==> config.mk <==
export PLATFORM = sky130hd
export DESIGN_NAME = vups_top
export DESIGN_NICKNAME = d
export VERILOG_FILES = /design/src/inc/vups_pkg.sv /design/src/hw/vups_csum.sv /design/src/hw/vups_fifo.sv /design/src/hw/vups_top.sv
export SDC_FILE = /design/constraint.sdc
export NUM_CORES = 1
export LEC_CHECK = 0
export ABC_AREA = 1
export BUFFER_PORTS_ARGS = -buffer_cell sky130_fd_sc_hd__clkbuf_2
export CAP_MARGIN = 5
export CORE_MARGIN = 2
export CORE_UTILIZATION = 55
export DETAILED_ROUTE_END_ITERATION = 10
export GPL_TIMING_DRIVEN = 0
export MAX_ROUTING_LAYER = met4
export PLACE_DENSITY = 0.76
export SYNTH_ARGS = -nofsm -noshare
export SYNTH_HDL_FRONTEND = slang
export SYNTH_HIERARCHICAL = 1
export SYNTH_SLANG_ARGS = --single-unit
==> constraint.sdc <==
create_clock -name clock -period 9.9 [get_ports clock]
set_input_delay 1.98 -clock clock [delete_from_list [all_inputs] [get_ports clock]]
set_output_delay 1.98 -clock clock [all_outputs]
set_load 0.02 [all_outputs]
==> src/inc/vups_pkg.sv <==
// Shared constants for the video UDP packet sender
`default_nettype none
package vups_pkg;
  // Image and strip geometry
  localparam int IMG_W = 128;
  localparam int IMG_H = 128;
  localparam int STRIPS = 32;
  localparam int STRIP_ROWS = 4;
  localparam int STRIP_WORDS = IMG_W * STRIP_ROWS / 4;
  localparam int IMG_WORDS = IMG_W * IMG_H / 4;
  localparam int DEC_FIFO_WORDS = 32;
  localparam int BUF_DEPTH = 8;

  // Frame layout in 16-bit controller words, frame length in bytes
  localparam int HDR_WORDS = 21;
  localparam logic [4:0] CSUM_FIRST = 5'h07;
  localparam logic [4:0] CSUM_LAST = 5'h10;
  localparam logic [15:0] FRAME_BYTES = 16'h022b;

  // Header field values
  localparam logic [15:0] ETYPE_IPV4 = 16'h0800;
  localparam logic [3:0] IP_VER = 4'h4;
  localparam logic [3:0] IP_IHL = 4'h5;
  localparam logic [7:0] IP_TOS = 8'h00;
  localparam logic [15:0] IP_TOT_LEN = 16'h0219;
  localparam logic [2:0] IP_FLAGS = 3'h2;
  localparam logic [12:0] IP_FRAG = 13'h0000;
  localparam logic [7:0] IP_TTL = 8'hff;
  localparam logic [7:0] IP_PROTO_UDP = 8'h11;
  localparam logic [15:0] UDP_PORT = 16'h1389;
  localparam logic [15:0] UDP_LEN = 16'h0205;
  localparam logic [15:0] UDP_CSUM = 16'h0000;

  // Controller map and commands
  localparam logic [14:0] BUF_BASE = 15'h4000;
  localparam logic [14:0] REG_CMD = 15'h0000;
  localparam logic [14:0] REG_TX_PAGE = 15'h0004;
  localparam logic [14:0] REG_TX_CNT_LO = 15'h0005;
  localparam logic [14:0] REG_TX_CNT_HI = 15'h0006;
  localparam logic [14:0] REG_RDMA_ADR_LO = 15'h0008;
  localparam logic [14:0] REG_RDMA_ADR_HI = 15'h0009;
  localparam logic [14:0] REG_RDMA_CNT_LO = 15'h000a;
  localparam logic [14:0] REG_RDMA_CNT_HI = 15'h000b;
  localparam logic [7:0] CMD_ACTIVATE = 8'h22;
  localparam logic [7:0] CMD_RDMA_WRITE = 8'h12;
  localparam logic [7:0] CMD_TRANSMIT = 8'h26;
  localparam logic [7:0] BUF_PAGE = 8'h40;
  localparam logic [7:0] ZERO_BYTE = 8'h00;
  localparam int TX_BIT = 2;
  localparam logic [3:0] CMD_STEPS = 4'ha;

  // Access timing in cycles of the block clock
  localparam int CLK_MHZ = 25;
  localparam logic [1:0] SRAM_RD_CYC = 2'h2;
  localparam logic [1:0] ETH_RD_CYC = 2'h2;

  typedef enum logic [3:0] {
    ST_IDLE, ST_POLL, ST_POLL_WAIT, ST_CSUM, ST_HDR,
    ST_RD, ST_RD_WAIT, ST_PIX0, ST_PIX1, ST_TAIL, ST_CMD
  } vups_state_e;
endpackage : vups_pkg
`default_nettype wire

==> src/hw/vups_csum.sv <==
// Ones-complement accumulator for the IP header checksum
`default_nettype none
module vups_csum (
  input wire logic clock,
  input wire logic reset,
  input wire logic clk_en,
  input wire logic clear,
  input wire logic add,
  input wire logic [15:0] word,
  output logic [15:0] csum
);
  logic [15:0] acc_q;
  logic [16:0] sum;

  ////////////////////////////////////////////////////////////////////////
  // End-around carry folds back in one step; it cannot carry twice
  assign sum = {1'b0, acc_q} + {1'b0, word};
  assign csum = ~acc_q;

  // Accumulator
  always_ff @(posedge clock) begin
    if (reset) begin
      acc_q <= '0;
    end else if (clk_en) begin
      if (clear) begin
        acc_q <= '0;
      end else if (add) begin
        acc_q <= sum[15:0] + {15'h0000, sum[16]};
      end
    end
  end
endmodule : vups_csum
`default_nettype wire

==> src/hw/vups_fifo.sv <==
// Small synchronous FIFO with valid/ready on both sides
`default_nettype none
module vups_fifo #(
  parameter int WIDTH = 32,
  parameter int DEPTH = 8
) (
  input wire logic clock,
  input wire logic reset,
  input wire logic clk_en,
  input wire logic in_valid,
  output logic in_ready,
  input wire logic [WIDTH-1:0] in_data,
  output logic out_valid,
  input wire logic out_ready,
  output logic [WIDTH-1:0] out_data,
  output logic [$clog2(DEPTH):0] level
);
  localparam int AW = $clog2(DEPTH);
  logic [WIDTH-1:0] mem [DEPTH];
  logic [AW:0] wr_q;
  logic [AW:0] rd_q;
  logic push;
  logic pop;

  ////////////////////////////////////////////////////////////////////////
  // Full when pointers differ only in the wrap bit
  assign level = wr_q - rd_q;
  assign in_ready = (level != (AW + 1)'(DEPTH));
  assign out_valid = (wr_q != rd_q);
  assign out_data = mem[rd_q[AW-1:0]];
  assign push = in_valid && in_ready;
  assign pop = out_valid && out_ready;

  // Storage has no reset; only pointers need a defined value
  always_ff @(posedge clock) begin
    if (clk_en && push) begin
      mem[wr_q[AW-1:0]] <= in_data;
    end
  end

  // Pointer update
  always_ff @(posedge clock) begin
    if (reset) begin
      wr_q <= '0;
      rd_q <= '0;
    end else if (clk_en) begin
      if (push) begin
        wr_q <= wr_q + 1'b1;
      end
      if (pop) begin
        rd_q <= rd_q + 1'b1;
      end
    end
  end
endmodule : vups_fifo
`default_nettype wire

==> src/hw/vups_top.sv <==
// Video strip to UDP packet sender toward an Ethernet controller
// Notes on behaviour
// - One block clock; I/O timing counted in cycles
// - Controller and SRAM word reads take two cycles
// - Controller writes and SRAM writes take one cycle
// - Buffer loading alone never starts a send
// - Write 0x22 to command after loading
// - Then start remote DMA write to FIFO
// - Finally write 0x26 to start transmit
// - IP version 4, header length 5
// - TOS zero, total length 537
// - Flags 010, fragment offset zero
// - TTL all ones, protocol 17
// - New identification and checksum every packet
// - Fixed source and destination IP addresses
// - UDP ports 5001, UDP length 517
// - UDP checksum fixed at zero
// - 32 strips, position byte 0 to 31
// - IP, UDP, position byte, 512 pixels
// - MAC destination, source, type precede payload
// - Image 128x128, one byte per pixel
// - Drain decoder words into SRAM promptly
// - Controller accesses 16 bits, SRAM 32
// - Registers below 0x4000, buffer from 0x4000
`default_nettype none
module vups_top #(
  parameter logic [47:0] DST_MAC = 48'hffff_ffff_ffff,
  parameter logic [47:0] SRC_MAC = 48'h0200_0000_0001,
  parameter logic [31:0] SRC_IP = 32'h0a00_0001,
  parameter logic [31:0] DST_IP = 32'h0a00_0002,
  parameter int FIFO_DEPTH = vups_pkg::BUF_DEPTH
) (
  input wire logic clock,
  input wire logic reset,
  input wire logic clk_en,
  input wire logic vid_valid,
  input wire logic [31:0] vid_data,
  output logic vid_ready,
  output logic [11:0] sram_addr,
  output logic [31:0] sram_wdata,
  output logic sram_we,
  output logic sram_re,
  input wire logic [31:0] sram_rdata,
  output logic [14:0] eth_addr,
  output logic [15:0] eth_wdata,
  output logic eth_wr,
  output logic eth_rd,
  input wire logic [15:0] eth_rdata,
  output logic [4:0] strip_pos,
  output logic busy
);
  localparam int LW = $clog2(FIFO_DEPTH) + 1;

  vups_pkg::vups_state_e state_q;
  vups_pkg::vups_state_e state_d;
  logic [8:0] idx_q;
  logic [8:0] idx_d;
  logic [1:0] wait_q;
  logic [1:0] wait_d;
  logic [7:0] carry_q;
  logic [7:0] carry_d;
  logic [31:0] pix_q;
  logic [31:0] pix_d;
  logic [14:0] buf_q;
  logic [14:0] buf_d;
  logic [15:0] id_q;
  logic [4:0] strip_q;
  logic [5:0] avail_q;
  logic [11:0] wr_ptr_q;
  logic take_strip;
  logic pkt_done;
  logic [14:0] eth_addr_d;
  logic [15:0] eth_wdata_d;
  logic eth_wr_d;
  logic eth_rd_d;
  logic sram_re_d;
  logic cs_clr;
  logic cs_add;
  logic [15:0] cs_word;
  logic [15:0] cs_val;
  logic [22:0] step;
  logic [31:0] f_data;
  logic f_valid;
  logic f_in_ready;
  logic [LW-1:0] f_level;
  logic push;
  logic pop;
  logic strip_end;

  ////////////////////////////////////////////////////////////////////////
  // Header word in network order, indexed from the MAC destination
  function automatic logic [15:0] hdr_word(input logic [4:0] i,
                                           input logic [15:0] id,
                                           input logic [15:0] cs);
    case (i)
      5'h00: hdr_word = DST_MAC[47:32];
      5'h01: hdr_word = DST_MAC[31:16];
      5'h02: hdr_word = DST_MAC[15:0];
      5'h03: hdr_word = SRC_MAC[47:32];
      5'h04: hdr_word = SRC_MAC[31:16];
      5'h05: hdr_word = SRC_MAC[15:0];
      5'h06: hdr_word = vups_pkg::ETYPE_IPV4;
      5'h07: hdr_word = {vups_pkg::IP_VER, vups_pkg::IP_IHL,
                         vups_pkg::IP_TOS};
      5'h08: hdr_word = vups_pkg::IP_TOT_LEN;
      5'h09: hdr_word = id;
      5'h0a: hdr_word = {vups_pkg::IP_FLAGS, vups_pkg::IP_FRAG};
      5'h0b: hdr_word = {vups_pkg::IP_TTL, vups_pkg::IP_PROTO_UDP};
      5'h0c: hdr_word = cs;
      5'h0d: hdr_word = SRC_IP[31:16];
      5'h0e: hdr_word = SRC_IP[15:0];
      5'h0f: hdr_word = DST_IP[31:16];
      5'h10: hdr_word = DST_IP[15:0];
      5'h11: hdr_word = vups_pkg::UDP_PORT;
      5'h12: hdr_word = vups_pkg::UDP_PORT;
      5'h13: hdr_word = vups_pkg::UDP_LEN;
      5'h14: hdr_word = vups_pkg::UDP_CSUM;
      default: hdr_word = 16'h0000;
    endcase
  endfunction : hdr_word

  // First network byte travels on the low data lane
  function automatic logic [15:0] lane(input logic [15:0] w);
    lane = {w[7:0], w[15:8]};
  endfunction : lane

  // Controller register program after the buffer is loaded
  function automatic logic [22:0] cmd_step(input logic [3:0] s);
    case (s)
      4'h0: cmd_step = {vups_pkg::REG_CMD, vups_pkg::CMD_ACTIVATE};
      4'h1: cmd_step = {vups_pkg::REG_RDMA_ADR_LO, vups_pkg::ZERO_BYTE};
      4'h2: cmd_step = {vups_pkg::REG_RDMA_ADR_HI, vups_pkg::BUF_PAGE};
      4'h3: cmd_step = {vups_pkg::REG_RDMA_CNT_LO,
                        vups_pkg::FRAME_BYTES[7:0]};
      4'h4: cmd_step = {vups_pkg::REG_RDMA_CNT_HI,
                        vups_pkg::FRAME_BYTES[15:8]};
      4'h5: cmd_step = {vups_pkg::REG_CMD, vups_pkg::CMD_RDMA_WRITE};
      4'h6: cmd_step = {vups_pkg::REG_TX_PAGE, vups_pkg::BUF_PAGE};
      4'h7: cmd_step = {vups_pkg::REG_TX_CNT_LO,
                        vups_pkg::FRAME_BYTES[7:0]};
      4'h8: cmd_step = {vups_pkg::REG_TX_CNT_HI,
                        vups_pkg::FRAME_BYTES[15:8]};
      4'h9: cmd_step = {vups_pkg::REG_CMD, vups_pkg::CMD_TRANSMIT};
      default: cmd_step = {vups_pkg::REG_CMD, vups_pkg::CMD_ACTIVATE};
    endcase
  endfunction : cmd_step

  ////////////////////////////////////////////////////////////////////////
  // Video intake buffer between decoder and SRAM
  vups_fifo #(
    .WIDTH(32),
    .DEPTH(FIFO_DEPTH)
  ) u_fifo (
    .clock(clock),
    .reset(reset),
    .clk_en(clk_en),
    .in_valid(push),
    .in_ready(f_in_ready),
    .in_data(vid_data),
    .out_valid(f_valid),
    .out_ready(pop),
    .out_data(f_data),
    .level(f_level)
  );

  // IP header checksum accumulator
  vups_csum u_csum (
    .clock(clock),
    .reset(reset),
    .clk_en(clk_en),
    .clear(cs_clr),
    .add(cs_add),
    .word(cs_word),
    .csum(cs_val)
  );

  // SRAM is single ported: writes win, reads only on an empty buffer
  assign push = vid_valid && vid_ready && f_in_ready;
  assign pop = f_valid && (state_q != vups_pkg::ST_RD_WAIT);
  assign strip_end = pop && (&wr_ptr_q[6:0]);
  assign step = cmd_step(idx_q[3:0]);

  ////////////////////////////////////////////////////////////////////////
  // Packet sequencer
  always_comb begin
    state_d = state_q;
    idx_d = idx_q;
    wait_d = wait_q;
    carry_d = carry_q;
    pix_d = pix_q;
    buf_d = buf_q;
    eth_addr_d = eth_addr;
    eth_wdata_d = eth_wdata;
    eth_wr_d = 1'b0;
    eth_rd_d = 1'b0;
    sram_re_d = 1'b0;
    cs_clr = 1'b0;
    cs_add = 1'b0;
    cs_word = 16'h0000;
    take_strip = 1'b0;
    pkt_done = 1'b0;
    case (state_q)
      vups_pkg::ST_IDLE: begin
        if (avail_q != 6'h00) begin
          take_strip = 1'b1;
          state_d = vups_pkg::ST_POLL;
        end
      end
      vups_pkg::ST_POLL: begin
        eth_rd_d = 1'b1;
        eth_addr_d = vups_pkg::REG_CMD;
        wait_d = vups_pkg::ETH_RD_CYC;
        state_d = vups_pkg::ST_POLL_WAIT;
      end
      vups_pkg::ST_POLL_WAIT: begin
        if (wait_q == 2'h1) begin
          // Busy transmitter: our buffer area is still in use
          if (eth_rdata[vups_pkg::TX_BIT]) begin
            state_d = vups_pkg::ST_POLL;
          end else begin
            cs_clr = 1'b1;
            idx_d = {4'h0, vups_pkg::CSUM_FIRST};
            state_d = vups_pkg::ST_CSUM;
          end
        end else begin
          wait_d = wait_q - 2'h1;
        end
      end
      vups_pkg::ST_CSUM: begin
        cs_add = 1'b1;
        cs_word = hdr_word(idx_q[4:0], id_q, 16'h0000);
        if (idx_q[4:0] == vups_pkg::CSUM_LAST) begin
          idx_d = '0;
          buf_d = vups_pkg::BUF_BASE;
          state_d = vups_pkg::ST_HDR;
        end else begin
          idx_d = idx_q + 9'h001;
        end
      end
      vups_pkg::ST_HDR: begin
        eth_wr_d = 1'b1;
        eth_addr_d = buf_q;
        eth_wdata_d = lane(hdr_word(idx_q[4:0], id_q, cs_val));
        buf_d = buf_q + 15'h0002;
        if (idx_q == 9'(vups_pkg::HDR_WORDS - 1)) begin
          idx_d = '0;
          carry_d = {3'h0, strip_q};
          state_d = vups_pkg::ST_RD;
        end else begin
          idx_d = idx_q + 9'h001;
        end
      end
      vups_pkg::ST_RD: begin
        if (!f_valid) begin
          sram_re_d = 1'b1;
          wait_d = vups_pkg::SRAM_RD_CYC;
          state_d = vups_pkg::ST_RD_WAIT;
        end
      end
      vups_pkg::ST_RD_WAIT: begin
        if (wait_q == 2'h1) begin
          pix_d = sram_rdata;
          state_d = vups_pkg::ST_PIX0;
        end else begin
          wait_d = wait_q - 2'h1;
        end
      end
      vups_pkg::ST_PIX0: begin
        // Odd offset of the pixels: carry byte pairs with pixel 0
        eth_wr_d = 1'b1;
        eth_addr_d = buf_q;
        eth_wdata_d = lane({carry_q, pix_q[7:0]});
        buf_d = buf_q + 15'h0002;
        state_d = vups_pkg::ST_PIX1;
      end
      vups_pkg::ST_PIX1: begin
        eth_wr_d = 1'b1;
        eth_addr_d = buf_q;
        // Pixel 1 is the earlier byte, so it leads in network order
        eth_wdata_d = lane({pix_q[15:8], pix_q[23:16]});
        buf_d = buf_q + 15'h0002;
        carry_d = pix_q[31:24];
        if (idx_q == 9'(vups_pkg::STRIP_WORDS - 1)) begin
          state_d = vups_pkg::ST_TAIL;
        end else begin
          idx_d = idx_q + 9'h001;
          state_d = vups_pkg::ST_RD;
        end
      end
      vups_pkg::ST_TAIL: begin
        eth_wr_d = 1'b1;
        eth_addr_d = buf_q;
        eth_wdata_d = lane({carry_q, vups_pkg::ZERO_BYTE});
        idx_d = '0;
        state_d = vups_pkg::ST_CMD;
      end
      vups_pkg::ST_CMD: begin
        eth_wr_d = 1'b1;
        eth_addr_d = step[22:8];
        eth_wdata_d = {vups_pkg::ZERO_BYTE, step[7:0]};
        if (idx_q[3:0] == vups_pkg::CMD_STEPS - 4'h1) begin
          pkt_done = 1'b1;
          idx_d = '0;
          state_d = vups_pkg::ST_IDLE;
        end else begin
          idx_d = idx_q + 9'h001;
        end
      end
      default: begin
        state_d = vups_pkg::ST_IDLE;
      end
    endcase
  end

  // Sequencer state
  always_ff @(posedge clock) begin
    if (reset) begin
      state_q <= vups_pkg::ST_IDLE;
      idx_q <= '0;
      wait_q <= '0;
      carry_q <= '0;
      pix_q <= '0;
      buf_q <= vups_pkg::BUF_BASE;
    end else if (clk_en) begin
      state_q <= state_d;
      idx_q <= idx_d;
      wait_q <= wait_d;
      carry_q <= carry_d;
      pix_q <= pix_d;
      buf_q <= buf_d;
    end
  end

  // Controller port, one strobe cycle per access
  always_ff @(posedge clock) begin
    if (reset) begin
      eth_addr <= vups_pkg::REG_CMD;
      eth_wdata <= '0;
      eth_wr <= 1'b0;
      eth_rd <= 1'b0;
    end else if (clk_en) begin
      eth_addr <= eth_addr_d;
      eth_wdata <= eth_wdata_d;
      eth_wr <= eth_wr_d;
      eth_rd <= eth_rd_d;
    end
  end

  // SRAM port: image stored as packed bytes, pixel 0 in the low lane
  always_ff @(posedge clock) begin
    if (reset) begin
      sram_addr <= '0;
      sram_wdata <= '0;
      sram_we <= 1'b0;
      sram_re <= 1'b0;
    end else if (clk_en) begin
      sram_we <= pop;
      sram_re <= sram_re_d;
      if (pop) begin
        sram_addr <= wr_ptr_q;
        sram_wdata <= f_data;
      end else if (sram_re_d) begin
        sram_addr <= {strip_q, idx_q[6:0]};
      end
    end
  end

  // Ready is registered, so stop one word early to absorb the lag
  always_ff @(posedge clock) begin
    if (reset) begin
      vid_ready <= 1'b0;
    end else if (clk_en) begin
      vid_ready <= ({1'b0, f_level} + {{LW{1'b0}}, push})
                   < (LW + 1)'(FIFO_DEPTH - 1);
    end
  end

  // Strip bookkeeping: a strip is sendable once fully written
  always_ff @(posedge clock) begin
    if (reset) begin
      wr_ptr_q <= '0;
      avail_q <= '0;
    end else if (clk_en) begin
      if (pop) begin
        wr_ptr_q <= wr_ptr_q + 12'h001;
      end
      // Writer lapping the sender just saturates the backlog
      if (strip_end && !take_strip &&
          avail_q != 6'(vups_pkg::STRIPS)) begin
        avail_q <= avail_q + 6'h01;
      end else if (take_strip && !strip_end) begin
        avail_q <= avail_q - 6'h01;
      end
    end
  end

  // Packet identity and position advance once transmit is commanded
  always_ff @(posedge clock) begin
    if (reset) begin
      id_q <= '0;
      strip_q <= '0;
      strip_pos <= '0;
      busy <= 1'b0;
    end else if (clk_en) begin
      if (pkt_done) begin
        id_q <= id_q + 16'h0001;
        strip_q <= strip_q + 5'h01;
      end
      strip_pos <= strip_q;
      busy <= (state_d != vups_pkg::ST_IDLE);
    end
  end
endmodule : vups_top
`default_nettype wire

# ---- Word level (Yosys, flattened, before mapping)
# Memory sizes are Yosys's and may differ from the RTL's. A register that Yosys moved wholly into a read port is not among the register bits.
# Cells that the tools add are included.
dict set report word_totals {
  regBits 187
  mem_bits_rw 256
  mem_bits_ro 176
  input_bits 84
  elab_cells 183
  mem_count 2
}
# memory words word_bits read_ports rd_clocked_by_memory_dff write_ports line
set memory_table {}
lappend memory_table {u_fifo.mem 8 32 1 1 1 vups_fifo.sv:19} ;# logic [WIDTH-1:0] mem [DEPTH];
lappend memory_table {{(no name shown)} 16 11 1 1 0 vups_top.sv:129} ;# case (s)
dict set report classes {
  add_sub_neg 14
  magnitude_cmp 1
  n_eq_ne 43
  muxes 51
  n_bitwise 1
  reduce_logical 48
}
# cell n
set ops {}
lappend ops {{16-bit case mux with 14 select lines} 1}
lappend ops {{16-bit case mux with 13 select lines} 1}
lappend ops {{16-bit case mux with 5 select lines} 1}
lappend ops {{9-bit 2-to-1 mux} 6}
lappend ops {{9-bit case mux with 6 select lines} 1}
lappend ops {{16-bit 2-to-1 mux} 3}
lappend ops {{15-bit case mux with 3 select lines} 1}
lappend ops {{4-bit case mux with 11 select lines} 1}
lappend ops {{5-bit by 4-bit == test with 1-bit output (second input constant)} 8}
lappend ops {{4-bit 2-to-1 mux} 10}
lappend ops {{15-bit case mux with 2 select lines} 1}
lappend ops {{12-bit 2-to-1 mux} 2}
lappend ops {{5-bit == test (second input constant)} 4}
lappend ops {{2-bit AND reduction} 9}
lappend ops {{16-bit by 16-bit adder with 17-bit output} 1}
lappend ops {{16-bit by 1-bit adder with 16-bit output} 1}
lappend ops {{16-bit by 1-bit adder with 16-bit output (second input constant)} 1}
lappend ops {{4-bit by 3-bit == test with 1-bit output (second input constant)} 4}
lappend ops {{4-bit == test (second input constant)} 4}
lappend ops {{16-bit NOT} 1}
lappend ops {{8-bit case mux with 2 select lines} 1}
lappend ops {{15-bit by 2-bit adder with 15-bit output (second input constant)} 1}
lappend ops {{5-bit by 3-bit == test with 1-bit output (second input constant)} 3}
lappend ops {{15-bit 2-to-1 mux} 1}
lappend ops {{44 further kinds} 91}

# ---- Depth between registers and ports, before layout
# Gate-level depths: netlist of the first run.
dict set report depth {
  word_depth 8
  depth_mapped 35
  mapped_depth_nobuf 35
}

# ---- Modules after synthesis
# The synthesis of the first run kept the hierarchy.
# mod n_inst cells_per_inst area_each_um2 seq_area_each_um2
set modules_own_cells {}
lappend modules_own_cells {vups_fifo 1 832 10654.0 7907.6}
lappend modules_own_cells {vups_top 1 1365 9889.5 4083.9}
lappend modules_own_cells {vups_csum 1 341 1960.6 320.3}

# ---- Worst setup path after synthesis of the first run
# OpenSTA, ideal clock, no wires.
dict set report synth_timing {
  path_type {input -> register}
  start {in vid_valid}
  end {mem u_fifo.mem[0][0], enable pin}
  setup_time_ns 0.421
  arrival_ns 3.958
  required_time_ns 9.479
  path_slack_ns 5.521
  path_stages 4
  path_buffers 1
  path_cell_list {and3_1 -> clkbuf_1 -> nand4_1 -> nor2_1}
}
dict set report synth_via {
  elab_chain_cells 6
}
# item line
set synth_lines {}
lappend synth_lines {{from (decl)} vups_top.sv:36} ;# input wire logic vid_valid,
lappend synth_lines {{1-bit logical AND (2 in a row)} vups_top.sv:178} ;# assign push = vid_valid && vid_ready && f_in_ready;
lappend synth_lines {{1-bit logical AND} vups_fifo.sv:31} ;# assign push = in_valid && in_ready;
lappend synth_lines {{1-bit logical AND} vups_fifo.sv:36} ;# if (clk_en && push) begin
lappend synth_lines {{1-bit 2-to-1 mux} vups_fifo.sv:36}
lappend synth_lines {{1-bit 2-to-1 mux (not written as such)} vups_fifo.sv:37} ;# mem[wr_q[AW-1:0]] <= in_data;
lappend synth_lines {{to (decl)} vups_fifo.sv:19}
# Every way passes these cells.

# ---- Final worst setup path of the first run
dict set report layout_timing {
  start {reg idx_q[1]}
  end {reg u_csum.acc_q[15]}
}
dict set report layout_via {
  elab_chain_cells 8
}
# item line
set layout_lines {}
lappend layout_lines {{from (decl)} vups_top.sv:56} ;# logic [8:0] idx_q;
lappend layout_lines {{from (signal assigned)} vups_top.sv:326} ;# idx_q <= idx_d;
lappend layout_lines {{5-bit by 2-bit == test with 1-bit output (tied with other cells)} vups_top.sv:95} ;# case (i)
lappend layout_lines {{3-bit OR reduction (no line) / 2-bit OR reduction (equally long branches)} -}
lappend layout_lines {{16-bit case mux with 13 select lines *} vups_top.sv:95}
lappend layout_lines {{16-bit 2-to-1 mux *} vups_top.sv:202} ;# case (state_q)
lappend layout_lines {{named net cs_word[1]} vups_top.sv:79} ;# logic [15:0] cs_word;
lappend layout_lines {{16-bit by 16-bit adder with 17-bit output *} vups_csum.sv:17} ;# assign sum = {1'b0, acc_q} + {1'b0, word};
lappend layout_lines {{16-bit by 1-bit adder with 16-bit output *} vups_csum.sv:28} ;# acc_q <= sum[15:0] + {15'h0000, sum[16]};
lappend layout_lines {{16-bit 2-to-1 mux *} vups_csum.sv:27} ;# end else if (add) begin
lappend layout_lines {{16-bit 2-to-1 mux *} vups_csum.sv:25} ;# if (clear) begin
lappend layout_lines {{to (signal assigned)} vups_csum.sv:28}
lappend layout_lines {{to (decl)} vups_csum.sv:12} ;# logic [15:0] acc_q;
# The timed path passes the listed nets; every way through them passes the cells marked *. The select of a mux whose other input is x is not followed.
# A chain may end at the register's enable or synchronous reset.

==> flow_summary.yaml, run 1 <==
cts:
  clk_pin_slew_ns: 0.06
  root_buffer: "clkbuf_16"
  post_cts_buffers: 0
  cts_tree: "done"
  numCtsBuffers: 50
  htreeDepth: 2
  post_cts_resized: 0
  ctsHoldBuffers: 0
  clock_latency_ns: 0.62
  clkSinkCount: 487
  cts_buffer_depth: 3
die:
  start_util: 0.554
  coreArea_um2: 40600
  design.die.area_um2: 42600
  die_y_um: 206
  io-pin-count: 170
  placementRows: 74
  fp.dieW_um: 206
finish:
  final.fill_count: 3359
  final_area_um2: 26000
  layout.nets: 2882
  area.growth.synth_to_final_pct: 15.4
  post-route-util: 0.639
  drive_gt1_frac: 0.151
  final_cells: 3330
logic_synthesis:
  synthTopCellsByArea: "edfxtp_1, dfxtp_1, nand2_1, nor2_1, o21ai_0"
  synthAdderAreaFrac: 0.0271
  synth_compound_area_frac: 0.131
  yosysWarningCount: 6
  synth_edf_count: 256
  syn_inst: 2538
  muxShareOfSynthArea: 0
  synth_area_per_cell_um2: 8.87
  synth-simple-area-share: 0.223
  synth_area_um2: 22500
  synth_top_cell_area_share: 0.342
  synth_largest_area_cell: "edfxtp_1"
  synth_top_flop_cell: "edfxtp_1"
  synth_seq_cells: 487
  synth-xor-area-share: 0.00662
  synth_cell_types: 58
  synth_top_family_by_area: "simple AND/OR/NAND/NOR gates"
  synth_seq_area_share: 0.547
  async_reset_ff_frac: 0
  synth_fp_nets: 2669
setup_path:
  path_common_cell: "inv_1"
  cp_max_fo: 9
  slowest_delay_ns: 0.47
  r2r_start: "idx_q[1]"
  r2r_slack_ns: 4.63
  required_ns: 10.44
  cp_slowest_cell: "fa_1"
  r2r.worst_path.cells: 32
  timing.rr.end: "u_csum/acc_q[15]"
  crit_arrival_ns: 5.81
  crit_type: "reg -> reg"
  startpoint: "idx_q[1]"
  cp-start-kind: "register"
  endpoint_kind: "register"
pwr:
  p_leak_uw: 0.0104
  power_frac_seq: 0.468
  p_comb_frac: 0.097
  p_int_uw: 3530
  p_clk_frac: 0.435
  swShare: 0.248
  p_per_area_nw_per_um2: 181
  p_sw_uw: 1170
  max-vdd-ir-drop_v: 0.000168
placement:
  dp_hpwl_um: 45900
  dp_cells: 3231
  placed_area_um2: 24100
  io_buffers: 154
  gp_congestion: 0.969
sta:
  hold_viol_final: 0
  fin_tns_setup_ns: 0
  slew_headroom: 0.365
  skew_ns: 0.0202
  worst_pin_slew_ns: 0.950
  setup_viol: 0
  period_minus_slack_ns: 5.27
  period_share: 0.533
  fmaxAchievable_mhz: 190
  rsz0062_at_grt: "false"
  report.final.slew_viol_count: 0
worst_hold_path:
  hold_path_depth: 2
  hp-class: "reg -> reg"
  hp-start: "eth_addr[10]"
  hold_end: "eth_addr[10]"
global_routing:
  grt_usage: 0.312
  grt_pass1_wl_um: 98900
  grt_overflow: 0
  antenna_found_initial: 5
  grt_max_degree: 33
  grt_pass1_vias: 18500
routing:
  viasPerCell: 5.72
  wl_per_cell_um: 19.3
  vias: 19100
  ant_nets: 0
  drt_iter0_drc: 1522
  wl_um: 64300
  drc: 0
  drt_pass1_iterations: 5
run:
  maxCapViolCount: 0
run_status:
  status: "complete, no violations"
## final cells by class
class | count | area, um^2 | share of cell area
buffer | 113 | 577 | 0.0222
multi-input combinational | 1708 | 8790 | 0.339
tap | 532 | 666 | 0.0256
sequential | 487 | 12300 | 0.474
timing repair buffer | 161 | 911 | 0.0351
clock buffer | 71 | 1460 | 0.0563
clock inverter | 23 | 360 | 0.0139
inverter | 230 | 873 | 0.0336
antenna | 5 | 12.5 | 0.000482
## stage by stage
step           hold slack (ns)  setup WS (ns)  power, uW
2_1_floorplan            0.430           5.52       2530
3_3_place_gp             0.448           3.99       2670
6_report                 0.459           4.63       4700
3_5_place_dp             0.452           4.70       2690
4_1_cts                  0.461           4.65       4710
5_1_grt                  0.482           4.15       4840
## state kept, by name, indices dropped and copies added (netlist names), 2 cells and up, named ones only
register and count:
avail_q 6, buf_q 14, carry_q 8, eth_addr 15, eth_wdata 16, id_q 16
idx_q 9, pix_q 32, sram_addr 12, sram_wdata 32, state_q 4, step 10
strip_pos 5, strip_q 5, u_csum/acc_q 16, u_fifo/mem 256, u_fifo/rd_q 4, u_fifo/wr_q 4
wait_q 2, wr_ptr_q 12
## Yosys cell counts (all sizes together), types with 5 or more instances
master	count
a211oi	10
a21oi	163
a22o	11
a31oi	29
buf	56
clkbuf	57
clkinv	6
dfxtp	231
edfxtp	256
ha	44
inv	224
nand2	539
nand3	105
nand3b	5
nand4	28
nor2	425
nor3	27
nor3b	5
o211ai	5
o21ai	203
o32ai	64
xor2	14
## worst max path at each step
stage | to | slack [ns]
3_3_place_gp | u_fifo/mem[0][22] | 3.99
6_report | u_csum/acc_q[15] | 4.63
4_1_cts | u_csum/acc_q[15] | 4.65
3_5_place_dp | u_csum/acc_q[15] | 4.70
5_1_grt | u_csum/acc_q[13] | 4.15
2_1_floorplan | u_fifo/mem[0][0] | 5.52
## layer usage
layer,up-vias,part of all wire,GRT usage
li1,9030,-,-
met1,9122,0.40,0.372
met2,771,0.49,0.525
met3,135,0.073,0.0467
met4,0,0.038,0.140
met5,-,0,-
## cells by family after synthesis
group,after synthesis
fa+ha+maj,47
buf+inv,343
flops,487
compound gates,503
xor+xnor,17
simple gates,1141
## cells in the final DEF (no fill, tap or decap), drive strengths merged, types with 2 or more instances in the layout
| cell | n |
|---|---|
| a221oi | 4 |
| nand3b | 5 |
| ha | 44 |
| xnor2 | 3 |
| fa | 3 |
| o31ai | 2 |
| bufinv | 7 |
| clkinv | 16 |
| nor3b | 5 |
| nand4 | 28 |
| and2 | 2 |
| xor2 | 14 |
| inv | 225 |
| o21bai | 4 |
| buf | 63 |
| clkbuf | 282 |
| nor4 | 3 |
| o32ai | 64 |
| nor3 | 27 |
| a211oi | 10 |
| o21ai | 203 |
| a31oi | 29 |
| diode | 5 |
| nor2 | 425 |
| nand2 | 539 |
| dfxtp | 231 |
| o211ai | 5 |
| nand3 | 105 |
| clkinvlp | 5 |
| edfxtp | 256 |
| o21a | 3 |
| a22o | 11 |
| a21oi | 163 |
## critical path: cells and delay by family, from the launching register on
family                   cells  cell delay [ns]
AO/OA/AOI/OAI                4             0.82
adder cells (fa/ha/maj)      3             0.91
buffers and inverters        5             0.67
flip-flops                   1             0.37
AND/OR/NAND/NOR             20             2.43
## power groups by stage
stage / logic (uW) / clock network [uW] / registers (uW)
after floorplan: 276 / 0 / 2260
after global placement: 432 / 0 / 2240
after detailed placement: 445 / 0 / 2240
after CTS: 449 / 2060 / 2200
after global routing: 499 / 2140 / 2200
final: 454 / 2040 / 2200
Note: power is estimated with default switching activity, not from simulation.
==> inputs of run 2 (changes only) <==
- ABC_AREA: 1 -> 0
- CORE_UTILIZATION: 55 -> 54
- PLACE_DENSITY: 0.76 -> 0.78
- clock period: 9.9 -> 4.5 ns (I/O delays scaled with it)
==> flow_summary.yaml, run 2 <==
global_routing:
  grt_usage: 0.278
  grt_pass1_wl_um: 87200
  grt_overflow: 0
  antenna_found_initial: 4
  grt_max_degree: 34
  grt_pass1_vias: 15700
logic_synthesis:
  yosysWarningCount: 6
  synth_seq_cells: 487
  synth_area_um2: 21600
  synth_fp_nets: 1997
  synthAdderAreaFrac: 0.0282
  synth_top_flop_cell: "edfxtp_1"
  synth_cell_types: 97
  synth_compound_area_frac: 0.108
  synth_seq_area_share: 0.569
  async_reset_ff_frac: 0
  synth_most_common_cell: "edfxtp_1"
  synth-simple-area-share: 0.135
  muxShareOfSynthArea: 0.0980
  synth_top_cell_area_share: 0.355
  synth-xor-area-share: 0.0319
  yosys-top-cells-count: "edfxtp_1, nand2_1, dfxtp_1"
  synth_area_per_cell_um2: 11.6
  synth_top_family_by_area: "simple AND/OR/NAND/NOR gates"
  synth_edf_count: 256
  syn_inst: 1866
  synthTopCellsByArea: "edfxtp_1, dfxtp_1, mux4_2, nand2_1, nor2_1"
  synth_largest_area_cell: "edfxtp_1"
setup_path:
  r2r_slack_ns: -0.78
  required_ns: 4.98
  cp-start-kind: "register"
  startpoint: "idx_q[2]"
  path_common_cell: "buf_4"
  endpoint_kind: "register"
  cp_slowest_cell: "or4_4"
  r2r.worst_path.cells: 26
  slowest_delay_ns: 0.46
  cp_max_fo: 6
  r2r_start: "idx_q[2]"
  crit_arrival_ns: 5.76
  crit_type: "reg -> reg"
  timing.rr.end: "u_csum/acc_q[15]"
cts:
  root_buffer: "clkbuf_16"
  htreeDepth: 2
  numCtsBuffers: 47
  cts_tree: "done"
  clock_latency_ns: 0.60
  clk_pin_slew_ns: 0.06
  cts_buffer_depth: 3
  clkSinkCount: 487
  ctsHoldBuffers: 0
placement:
  dp_cells: 2572
  dp_hpwl_um: 39000
  dp_worst_setup_slack_ns: -1.06
  gp_congestion: 0.974
  io_buffers: 154
pwr:
  power_uw: 9550
  p_leak_uw: 0.00922
  max-vdd-ir-drop_v: 0.000445
  p_per_area_nw_per_um2: 368
sta:
  rsz0062_at_grt: "true"
  worst_pin_slew_ns: 1.12
  period_share: 1.17
  hold_slack_ns: 0.454
  skew_ns: 0.0217
  hold_viol_final: 0
  finalWorstSetupSlack_ns: -0.784
  report.final.slew_viol_count: 0
  slew_headroom: 0.245
  fmaxAchievable_mhz: 189
  period_minus_slack_ns: 5.28
  setup_viol: 14
finish:
  largest_reg_flops: 256
  final_cell_mix: "edfxtp_1, nand2_1, dfxtp_1"
  area.growth.synth_to_final_pct: 19.9
  drive_gt1_frac: 0.260
  layout.nets: 2271
  layout_commonest_cell: "edfxtp_1"
  post-route-util: 0.655
  final_cells: 2707
  final.fill_count: 2859
run_status:
  violations: "setup timing"
  status: "complete, but fails checks"
routing:
  wl_per_cell_um: 21.1
  drc: 0
  vias: 16300
  drt_iter0_drc: 1905
  ant_nets: 0
  viasPerCell: 6.01
  drt_pass1_iterations: 7
  wl_um: 57100
die:
  io-pin-count: 170
  placementRows: 73
  coreArea_um2: 39600
  fp.dieW_um: 204
  die_y_um: 204
  start_util: 0.546
  design.die.area_um2: 41700
worst_hold_path:
  hold_path_depth: 2
  hp-start: "sram_wdata[4]"
  hp-class: "reg -> reg"
  hold_end: "sram_wdata[4]"
run:
  maxCapViolCount: 0
run 2: cell count changes after synthesis, moves of 63 or more:
| cell | previous run | this run |
|---|---|---|
| mux4_2 | 0 | 64 |
| nand2_1 | 506 | 235 |
| inv_1 | 196 | 46 |
| nor2_1 | 398 | 187 |
| o21ai_0 | 188 | 30 |
| o32ai_1 | 64 | 1 |
run 2: metrics by stage:
| stage | instance area (um^2) | TNS (ns) |
|---|---|---|
| after CTS | 25600 | -7.29 |
| after global placement | 23300 | -606.83 |
| after detailed placement | 23700 | -10.00 |
| after global routing | 26000 | -9.31 |
| final | 26000 | -6.57 |
| after floorplan | 21900 | -77.43 |
run 2: cell type report:
class	count	area (um^2)	area share
antenna	4	10.0	0.000386
buffer	106	507	0.0195
clock buffer	73	1410	0.0542
clock inverter	14	183	0.00704
inverter	49	195	0.00752
multi-input combinational	1218	9180	0.354
sequential	487	12300	0.475
tap	525	657	0.0253
timing repair buffer	231	1490	0.0574
run 2: report_power, final:
group          leakage [uW]  internal [uW]  switching [uW]
Sequential          0.00417           4730            39.6
Clock              0.000779           2340            1700
Combinational       0.00426            255             490
Total               0.00922           7320            2230
run 2: worst max-delay path, delay by kind of cell (launching register included):
| family | cells | cell delay (ns) |
|---|---|---|
| AO/OA/AOI/OAI | 11 | 1.78 |
| adder cells (fa/ha/maj) | 2 | 0.62 |
| buffers and inverters | 5 | 0.63 |
| flip-flops | 1 | 0.36 |
| AND/OR/NAND/NOR | 8 | 1.77 |
run 2: worst max-delay path by stage:
stage	endpoint	slack (ns)	depth (start not counted)
finish	u_csum/acc_q[15]	-0.78	26
detailed placement	u_csum/acc_q[15]	-1.06	24
floorplan	u_fifo/mem[0][0]	-0.35	11
CTS	u_csum/acc_q[15]	-0.84	25
global route	u_csum/acc_q[12]	-0.97	26
global placement	u_fifo/mem[4][25]	-2.74	11
run 2: repair_timing:
action / 4_1_cts / 5_1_grt
gates resized for setup: 28 / 62
pin swaps: 20 / 42
endpoints found under the hold margin: 0 / 0
setup endpoints to repair: 16 / 16
gates cloned: 1 / 0
buffers inserted: 25 / 24
run 2: kinds of logic after synthesis:
family,after synthesis
simple gates,625
buf+inv,161
compound gates,344
mux,127
fa+ha+maj,47
flops,487
xor+xnor,75
run 2: metal layers:
layer / wire length (um) / share of wire / GRT usage
met1: 23700 / 0.42 / 0.374
met2: 26400 / 0.46 / 0.419
met3: 4990 / 0.087 / 0.0536
met4: 1890 / 0.033 / 0.109
met5: 0 / 0 / -
